--- src/rtl/fsd_map.svh ---
// register offsets, opcodes, field positions and reset values of the seek/scan decoder
`ifndef FSD_MAP_SVH
`define FSD_MAP_SVH
// ****************************************
// register offsets (byte addresses)
// ****************************************
`define FSD_REG_CMD      4'h0
`define FSD_REG_RESULT   4'h4
`define FSD_REG_STATUS   4'h8
`define FSD_REG_MODE     4'hC
// ****************************************
// opcodes and match masks
// ****************************************
`define FSD_OP_RSEEK_MASK 8'hBF
`define FSD_OP_RSEEK      8'h8F
`define FSD_OP_SEEK       8'h0F
`define FSD_OP_SCAN_MASK  8'h1F
`define FSD_OP_SCAN_EQ    8'h11
`define FSD_OP_SCAN_HE    8'h1D
`define FSD_OP_SCAN_LE    8'h19
`define FSD_OP_SENSE_DRV  8'h04
`define FSD_OP_SENSE_INT  8'h08
`define FSD_OP_SETTRK_MASK 8'hBF
`define FSD_OP_SETTRK     8'h21
`define FSD_SETTRK_B2_MASK 8'hF8
`define FSD_SETTRK_B2     8'h30
// ****************************************
// field positions
// ****************************************
`define FSD_BIT_DIR      6
`define FSD_BIT_WNR      6
`define FSD_BIT_MSB      2
`define FSD_BIT_HEAD     2
`define FSD_BIT_ETR      0
`define FSD_BIT_BUSY     0
`define FSD_BIT_RQM      1
`define FSD_BIT_DIO      2
`define FSD_BIT_ERR      3
// ****************************************
// byte counts and reset values
// ****************************************
`define FSD_LEN_SCAN     4'h9
`define FSD_LEN_SCAN_RES 4'h7
`define FSD_TRACK_RESET  12'h000
`define FSD_ST0_INVALID  8'h80
`endif

--- src/rtl/fsd_pkg.sv ---
// types shared by the seek/scan decoder
package fsd_pkg;
  typedef enum logic [2:0] {
    CmdNone, CmdRelSeek, CmdSeek, CmdScan, CmdSenseDrv, CmdSenseInt, CmdSetTrack, CmdInvalid
  } fsd_cmd_type;

  typedef enum {
    StIdle, StParam, StExec, StResult
  } fsd_phase_type;

  // request to the drive/compare engine
  typedef struct packed {
    logic        seekGo;
    logic        relative;
    logic        direction;
    logic [11:0] target;
    logic        scanGo;
    logic [1:0]  scanKind;
    logic        multiTrack;
    logic        doubleDensitySelect;
    logic        bypassDeletedSectors;
    logic        impliedSeek;
    logic        headSelect;
    logic [1:0]  drive;
  } fsd_req_type;

  // register-port access
  typedef struct packed {
    logic [3:0] addr;
    logic [7:0] wdata;
    logic       wr;
    logic       rd;
  } fsd_bus_type;
endpackage : fsd_pkg

--- src/rtl/fsd_decoder.sv ---
// command-phase decoder and sequencer for seek, scan, sense and set-track commands
//
// Local design decisions: strobed register access and the register offsets.
`timescale 1ns/1ps
`include "fsd_map.svh"

module fsd_decoder #(
  parameter int NUM_DRIVES = 4
) (
  input  wire logic               sys_clk,
  input  wire logic               rst,
  input  wire fsd_pkg::fsd_bus_type bus,
  output logic [7:0]              rdData,
  output fsd_pkg::fsd_req_type    req,
  input  wire logic               execDone,
  input  wire logic [7:0]         st0In,
  input  wire logic [7:0]         st1In,
  input  wire logic [7:0]         st2In,
  input  wire logic [7:0]         st3In,
  input  wire logic [7:0]         resTrack,
  input  wire logic [7:0]         resHead,
  input  wire logic [7:0]         resSector,
  input  wire logic [7:0]         resSize,
  input  wire logic               seekTrackValid,
  input  wire logic [11:0]        seekTrack
);
  // the present-track array and two drive-select bits are sized for four drives only
  if (NUM_DRIVES != 4) begin : g_bad_drives
    $error("fsd_decoder serves exactly four drives");
  end

  // ****************************************
  // state
  // ****************************************
  typedef struct packed {
    fsd_pkg::fsd_phase_type phase;
    fsd_pkg::fsd_cmd_type   cmd;
    logic [3:0]             need;
    logic [3:0]             got;
    logic [8:0][7:0]        cmdBytes;
    logic [6:0][7:0]        resBytes;
    logic [3:0]             resLen;
    logic [3:0]             resIdx;
    logic [3:0][11:0]       presentTrack;
    logic                   extendedTrackRange;
    logic                   invalid;
    logic [7:0]             rdData;
    fsd_pkg::fsd_req_type   req;
  } fsd_state_type;

  fsd_state_type s_q;
  fsd_state_type s_d;

  function automatic logic [3:0] cmd_len(input fsd_pkg::fsd_cmd_type c, input logic extended_track_range);
    case (c)
      fsd_pkg::CmdRelSeek:  cmd_len = 4'h2;
      fsd_pkg::CmdSeek:     cmd_len = extended_track_range ? 4'h4 : 4'h3;
      fsd_pkg::CmdScan:     cmd_len = `FSD_LEN_SCAN;
      fsd_pkg::CmdSenseDrv: cmd_len = 4'h2;
      fsd_pkg::CmdSetTrack: cmd_len = 4'h3;
      default:              cmd_len = 4'h1;
    endcase
  endfunction : cmd_len

  function automatic fsd_pkg::fsd_cmd_type decode(input logic [7:0] b);
    if ((b & `FSD_OP_RSEEK_MASK) == `FSD_OP_RSEEK)           decode = fsd_pkg::CmdRelSeek;
    else if (b == `FSD_OP_SEEK)                               decode = fsd_pkg::CmdSeek;
    else if ((b & `FSD_OP_SCAN_MASK) == `FSD_OP_SCAN_EQ)      decode = fsd_pkg::CmdScan;
    else if ((b & `FSD_OP_SCAN_MASK) == `FSD_OP_SCAN_HE)      decode = fsd_pkg::CmdScan;
    else if ((b & `FSD_OP_SCAN_MASK) == `FSD_OP_SCAN_LE)      decode = fsd_pkg::CmdScan;
    else if (b == `FSD_OP_SENSE_DRV)                          decode = fsd_pkg::CmdSenseDrv;
    else if (b == `FSD_OP_SENSE_INT)                          decode = fsd_pkg::CmdSenseInt;
    else if ((b & `FSD_OP_SETTRK_MASK) == `FSD_OP_SETTRK)     decode = fsd_pkg::CmdSetTrack;
    else                                                      decode = fsd_pkg::CmdInvalid;
  endfunction : decode

  // ****************************************
  // next state
  // ****************************************
  always_comb begin
    logic [7:0]  op;
    logic [7:0]  sel;
    logic [1:0]  drv;
    logic [11:0] trk;
    s_d = s_q;
    op  = s_q.cmdBytes[0];
    sel = s_q.cmdBytes[1];
    drv = sel[1:0];
    trk = s_q.presentTrack[drv];
    s_d.req.seekGo = 1'b0;
    s_d.req.scanGo = 1'b0;

    if (bus.wr && bus.addr == `FSD_REG_MODE) begin
      s_d.extendedTrackRange = bus.wdata[`FSD_BIT_ETR];
    end

    if (seekTrackValid) begin
      s_d.presentTrack[s_q.req.drive] = seekTrack;
    end

    case (s_q.phase)
      fsd_pkg::StIdle: begin
        if (bus.wr && bus.addr == `FSD_REG_CMD) begin
          s_d.cmdBytes[0] = bus.wdata;
          s_d.cmd = decode(bus.wdata);
          s_d.need = cmd_len(decode(bus.wdata), s_q.extendedTrackRange);
          s_d.got = 4'h1;
          s_d.invalid = 1'b0;
          s_d.phase = (cmd_len(decode(bus.wdata), s_q.extendedTrackRange) == 4'h1)
                      ? fsd_pkg::StExec : fsd_pkg::StParam;
        end
      end
      fsd_pkg::StParam: begin
        if (bus.wr && bus.addr == `FSD_REG_CMD) begin
          s_d.cmdBytes[s_q.got] = bus.wdata;
          s_d.got = s_q.got + 4'h1;
          if (s_q.got + 4'h1 == s_q.need) begin
            s_d.phase = fsd_pkg::StExec;
          end
        end
      end
      fsd_pkg::StExec: begin
        s_d.resIdx = 4'h0;
        s_d.req.multiTrack = op[7];
        s_d.req.doubleDensitySelect = op[6];
        s_d.req.bypassDeletedSectors = op[5];
        s_d.req.impliedSeek = sel[7];
        s_d.req.headSelect = sel[`FSD_BIT_HEAD];
        s_d.req.drive = drv;
        case (s_q.cmd)
          fsd_pkg::CmdRelSeek: begin
            s_d.req.seekGo = 1'b1;
            s_d.req.relative = 1'b1;
            s_d.req.direction = op[`FSD_BIT_DIR];
            s_d.req.target = {4'h0, s_q.cmdBytes[2]};
            s_d.phase = fsd_pkg::StIdle;
          end
          fsd_pkg::CmdSeek: begin
            s_d.req.seekGo = 1'b1;
            s_d.req.relative = 1'b0;
            s_d.req.target = {s_q.extendedTrackRange ? s_q.cmdBytes[3][7:4] : 4'h0,
                              s_q.cmdBytes[2]};
            s_d.phase = fsd_pkg::StIdle;
          end
          fsd_pkg::CmdScan: begin
            // wait for the compare engine; the request pulses only on entry
            if (!s_q.req.scanGo && !s_q.invalid) begin
              s_d.req.scanGo = 1'b1;
              s_d.req.scanKind = op[3:2];
              s_d.invalid = 1'b1;
            end else if (execDone) begin
              s_d.resBytes = {st0In, st1In, st2In, resTrack, resHead, resSector, resSize};
              s_d.resLen = `FSD_LEN_SCAN_RES;
              s_d.invalid = 1'b0;
              s_d.phase = fsd_pkg::StResult;
            end
          end
          fsd_pkg::CmdSenseDrv: begin
            s_d.resBytes[6] = st3In;
            s_d.resLen = 4'h1;
            s_d.phase = fsd_pkg::StResult;
          end
          fsd_pkg::CmdSenseInt: begin
            s_d.resBytes[6] = st0In;
            s_d.resBytes[5] = trk[7:0];
            s_d.resBytes[4] = {trk[11:8], 4'h0};
            s_d.resLen = s_q.extendedTrackRange ? 4'h3 : 4'h2;
            s_d.phase = fsd_pkg::StResult;
          end
          fsd_pkg::CmdSetTrack: begin
            if ((sel & `FSD_SETTRK_B2_MASK) != `FSD_SETTRK_B2) begin
              s_d.resBytes[6] = `FSD_ST0_INVALID;
            end else if (op[`FSD_BIT_WNR]) begin
              s_d.resBytes[6] = s_q.cmdBytes[2];
              if (sel[`FSD_BIT_MSB]) begin
                s_d.presentTrack[drv][11:8] = s_q.cmdBytes[2][3:0];
              end else begin
                s_d.presentTrack[drv][7:0] = s_q.cmdBytes[2];
              end
            end else begin
              s_d.resBytes[6] = sel[`FSD_BIT_MSB] ? {4'h0, trk[11:8]} : trk[7:0];
            end
            s_d.resLen = 4'h1;
            s_d.phase = fsd_pkg::StResult;
          end
          default: begin
            s_d.resBytes[6] = `FSD_ST0_INVALID;
            s_d.resLen = 4'h1;
            s_d.phase = fsd_pkg::StResult;
          end
        endcase
      end
      fsd_pkg::StResult: begin
        if (bus.rd && bus.addr == `FSD_REG_RESULT) begin
          s_d.resIdx = s_q.resIdx + 4'h1;
          if (s_q.resIdx + 4'h1 == s_q.resLen) begin
            s_d.phase = fsd_pkg::StIdle;
          end
        end
      end
      default: s_d.phase = fsd_pkg::StIdle;
    endcase

    // read data, one cycle after the strobe
    s_d.rdData = 8'h00;
    if (bus.rd) begin
      case (bus.addr)
        `FSD_REG_RESULT: s_d.rdData = (s_q.phase == fsd_pkg::StResult)
                                      ? s_q.resBytes[4'h6 - s_q.resIdx] : 8'h00;
        `FSD_REG_STATUS: begin
          s_d.rdData[`FSD_BIT_BUSY] = (s_q.phase != fsd_pkg::StIdle);
          s_d.rdData[`FSD_BIT_RQM]  = (s_q.phase == fsd_pkg::StIdle) ||
                                      (s_q.phase == fsd_pkg::StParam) ||
                                      (s_q.phase == fsd_pkg::StResult);
          s_d.rdData[`FSD_BIT_DIO]  = (s_q.phase == fsd_pkg::StResult);
          s_d.rdData[`FSD_BIT_ERR]  = (s_q.cmd == fsd_pkg::CmdInvalid);
        end
        `FSD_REG_MODE:   s_d.rdData = {7'h00, s_q.extendedTrackRange};
        default:         s_d.rdData = 8'h00;
      endcase
    end
  end

  // ****************************************
  // registers
  // ****************************************
  always_ff @(posedge sys_clk) begin
    if (rst) begin
      s_q <= '0;
      s_q.phase <= fsd_pkg::StIdle;
      s_q.cmd <= fsd_pkg::CmdNone;
      s_q.presentTrack <= {4{`FSD_TRACK_RESET}};
    end else begin
      s_q <= s_d;
    end
  end

  assign rdData = s_q.rdData;
  assign req    = s_q.req;
endmodule : fsd_decoder

--- config.mk ---
export PLATFORM = sky130hd
export DESIGN_NAME = fsd_decoder
export DESIGN_NICKNAME = d
export VERILOG_FILES = /design/src/rtl/fsd_pkg.sv /design/src/rtl/fsd_decoder.sv
export VERILOG_INCLUDE_DIRS = /design/src /design/src/rtl
export SDC_FILE = /design/constraint.sdc
export NUM_CORES = 1
export LEC_CHECK = 0
export BUFFER_PORTS_ARGS = -buffer_cell sky130_fd_sc_hd__buf_2
export CAP_MARGIN = 20
export CORE_MARGIN = 4
export CORE_UTILIZATION = 60
export DETAILED_ROUTE_END_ITERATION = 12
export GPL_TIMING_DRIVEN = 0
export PLACE_DENSITY = 0.91
export RECOVER_POWER = 25
export SKIP_LAST_GASP = 1
export SLEW_MARGIN = 30
export SYNTH_ARGS = -nofsm -noshare
export SYNTH_HDL_FRONTEND = slang
export SYNTH_SLANG_ARGS = --single-unit
--- constraint.sdc ---
create_clock -name sys_clk -period 3.1 [get_ports sys_clk]
set_input_delay 0.465 -clock sys_clk [delete_from_list [all_inputs] [get_ports sys_clk]]
set_output_delay 0.465 -clock sys_clk [all_outputs]
set_load 0.02 [all_outputs]
==> out/metrics.yaml <==
flow_run:
  maxCapViolations: 0
place:
  place.detailed.instances: 1320
  port-buffer-count: 124
  finalWeightedCongestion: 0.961
  placed_area_um2: 10000
  hpwl_um: 19600
drt:
  dr.pass1.iters: 6
  dr_wl_met2_um: 12800
  routed_wire_length_per_instance_um: 20.2
  top_layer_used: "met4"
  drtAntennaViolNets: 0
  num_vias: 8448
  vias_per_cell: 6.25
  route.layer.met1.wl_um: 10800
  routed-wl-met3_um: 2670
  dr.first_iter.drc_count: 1002
  drc: 0
  wl_um: 27300
worst_setup_path:
  r2r_setup_slack_ps: 420
  path_class: "reg -> reg"
  buffer_and_inverter_count_on_the_worst_path: 3
  startpoint_type_of_the_worst_setup_path: "flip-flop"
  path_max_fanout: 10
  worst_setup_path_end_kind: "flip-flop"
  cpMaxStageDelayCell: "sky130_fd_sc_hd__buf_1"
  crit_path_max_incr_delay_ps: 670
  path_cells: "inv_1, ha_1, buf_2, buf_1, nand4_1, a211oi_1"
  worst_path_dominant_cell_family: "buffers and inverters"
  worst-endpoint-required_ps: 3440
  worst_ep_arrival_time_ps: 3020
timing:
  clock_skew_ps: 10.9
  timing.fmax_mhz: 373
  post_route_hold_slack_ps: 262
  tightestPinTransition_ps: 859
  finalWorstPathRequiredPeriod_ps: 2680
  finalCritPeriodShare_pct: 86.6
  final-max-slew-violation-count: 0
  setup_total_negative_slack_ps: 0
  finalHoldViolCount: 0
  max_slew_margin_vs_limit_pct: 42.3
  unrepaired_setup_endpoints_after_global_routing: "false"
  finalSetupViolations: 0
global_route:
  grt_pass1_vias: 8165
  global_route_wire_length_before_repair_um: 42200
  grt_antenna_before_repair: 0
  grt_start_max_net_pins: 17
  grt_overflow_total: 0
  grt_util_all_layers_pct: 30.7
clock_network:
  hold_buffer_count_at_cts: 0
  cts_tree: "done"
  cts_made_buffers: 17
  clk_latency_ps: 440
  clock_path_buffers: 2
  tritoncts_num_sinks: 184
  cts_root_buffer: "sky130_fd_sc_hd__clkbuf_16"
  htreeDepth: 4
  path_clk_slew_ps: 70
  postCtsResizedCells: 0
  cts_setup_buffers: 0
floorplanning:
  die_span_in_y_um: 132
  num_io_pins: 127
  total_core_area_um2: 14800
  initial_utilization_pct: 62.2
  area_enclosed_by_the_die_boundary_um2: 17300
  dieWidth_um: 132
  rows: 44
pwr:
  static-leakage-power_nw: 4.28
  vdd_drop_max_mv: 0.425
  report.power.total_mw: 5.01
  power_density_nw_per_um2: 472
finish:
  finish.cell_count_without_fillers: 1352
  final_nets: 1259
  stdcell_area_um2: 10600
  drive_above_1_share_pct: 20.0
  fillCellCount: 1087
  flow.area_growth_from_synthesis_pct: 15.8
  antenna_cells: 0
synthesis:
  postSynthRegisterBits: 184
  synth_top_area_share_pct: 40.1
  cell_types_with_the_largest_area_share_after_synthesis: "sky130_fd_sc_hd__dfxtp_1 (40%), sky130_fd_sc_hd__mux2i_1 (9.8%), sky130_fd_sc_hd__mux4_2 (6.4%)"
  ys.warnings.count: 0
  cell_accounting_for_the_most_synthesized_area: "sky130_fd_sc_hd__dfxtp_1"
  avgSynthCellArea_um2: 9.07
  synth_ff_type: "sky130_fd_sc_hd__dfxtp_1"
  yosysUniqueCellTypes: 62
  ys_async_sr_fraction_pct: 0
  ys_seq_area_share_pct: 40.1
  syn-cell-area_um2: 9180
  count_leader_synth: "sky130_fd_sc_hd__dfxtp_1"
  number_of_synthesized_flops_with_an_enable_pin: 0
  syn_inst: 1012
  post_synth_most_frequent_cells: "sky130_fd_sc_hd__dfxtp_1 (184), sky130_fd_sc_hd__nor2_1 (131), sky130_fd_sc_hd__nand2_1 (117), sky130_fd_sc_hd__mux2i_1 (90), sky130_fd_sc_hd__a21oi_1 (74)"
  synth.net_count: 1116
min_path:
  class_of_the_most_critical_hold_timing_path: "in -> reg"
run_status:
  status: "finished clean"
flip-flops by register name, summed over array words and instances (netlist names):
signal,cells
rdData,8
req,25
s_q,151
kinds of logic (layout without fill, tap and decap cells):
family / after synthesis / count (layout) / synth area share (%)
AOI/OAI and AO/OA: 187 / 187 / 13.5
xor gates and xnor gates: 13 / 13 / 1.24
adders and majority gates: 10 / 10 / 1.36
buffers and inverters: 118 / 274 / 6.61
DFF: 184 / 184 / 40.1
muxes: 139 / 139 / 19.0
and+or+nand+nor: 361 / 361 / 18.1
tightest hold or removal path, stage by stage:
cell                      delay (ps)
sky130_fd_sc_hd__buf_2            90
sky130_fd_sc_hd__nand2_1          40
sky130_fd_sc_hd__a21oi_1          50
final timing paths:
path / startpoint / end / cells after the start
setup / recovery: s_q[230] / s_q[46] / 6
hold reg to reg: req[21] / req[21] / 2
hold / removal: resHead[5] / s_q[112] / 3
setup reg to reg: s_q[230] / s_q[46] / 6
cells in the final DEF (no fill, tap or decap), types with 12 or more instances in the layout:
master / synthesis / layout
sky130_fd_sc_hd__dfxtp_1: 184 / 184
sky130_fd_sc_hd__nor2_1: 131 / 131
sky130_fd_sc_hd__nand2_1: 117 / 117
sky130_fd_sc_hd__buf_2: 17 / 107
sky130_fd_sc_hd__mux2i_1: 90 / 90
sky130_fd_sc_hd__clkbuf_1: 49 / 86
sky130_fd_sc_hd__a21oi_1: 74 / 74
sky130_fd_sc_hd__buf_4: 36 / 36
sky130_fd_sc_hd__a211oi_1: 36 / 36
sky130_fd_sc_hd__nand3_1: 29 / 29
sky130_fd_sc_hd__mux4_2: 26 / 26
sky130_fd_sc_hd__nor3_1: 23 / 23
sky130_fd_sc_hd__mux2_2: 22 / 22
sky130_fd_sc_hd__clkbuf_16: 0 / 17
sky130_fd_sc_hd__o21ai_0: 12 / 12
sky130_fd_sc_hd__a221oi_1: 12 / 12
where the power goes:
| group | internal [mW] | total (mW) | switching (mW) |
|---|---|---|---|
| sequential | 2.38 | 2.39 | 0.0108 |
| combinational | 0.0951 | 0.242 | 0.147 |
| clock | 1.45 | 2.39 | 0.938 |
cell type report:
type                    instances  area (um^2)  share of cell area (%)
well taps                     184          230                    2.17
clock inverters                13          200                    1.88
clock buffers                  19          443                    4.17
plain buffers                 107          566                    5.32
repair buffers                124          578                    5.44
multi-input cells             710         4890                    46.0
inverters                      11         41.3                   0.388
flip-flops and latches        184         3680                    34.6
metal layers:
layer,GRT usage (%),vias up
met4,14.9,0
met2,50.1,492
li1,-,3880
met3,7.76,95
met5,0,-
met1,38.0,3981
through the flow:
| stage | util [%] | worst slack [ps] |
|---|---|---|
| 2_1_floorplan | - | 1140 |
| 3_3_place_gp | 68.0 | 613 |
| 3_5_place_dp | 68.0 | 600 |
| 4_1_cts | 72.3 | 484 |
| 5_1_grt | 72.1 | 306 |
| 6_report | 72.1 | 417 |
Note: power is estimated with default switching activity, not from simulation.
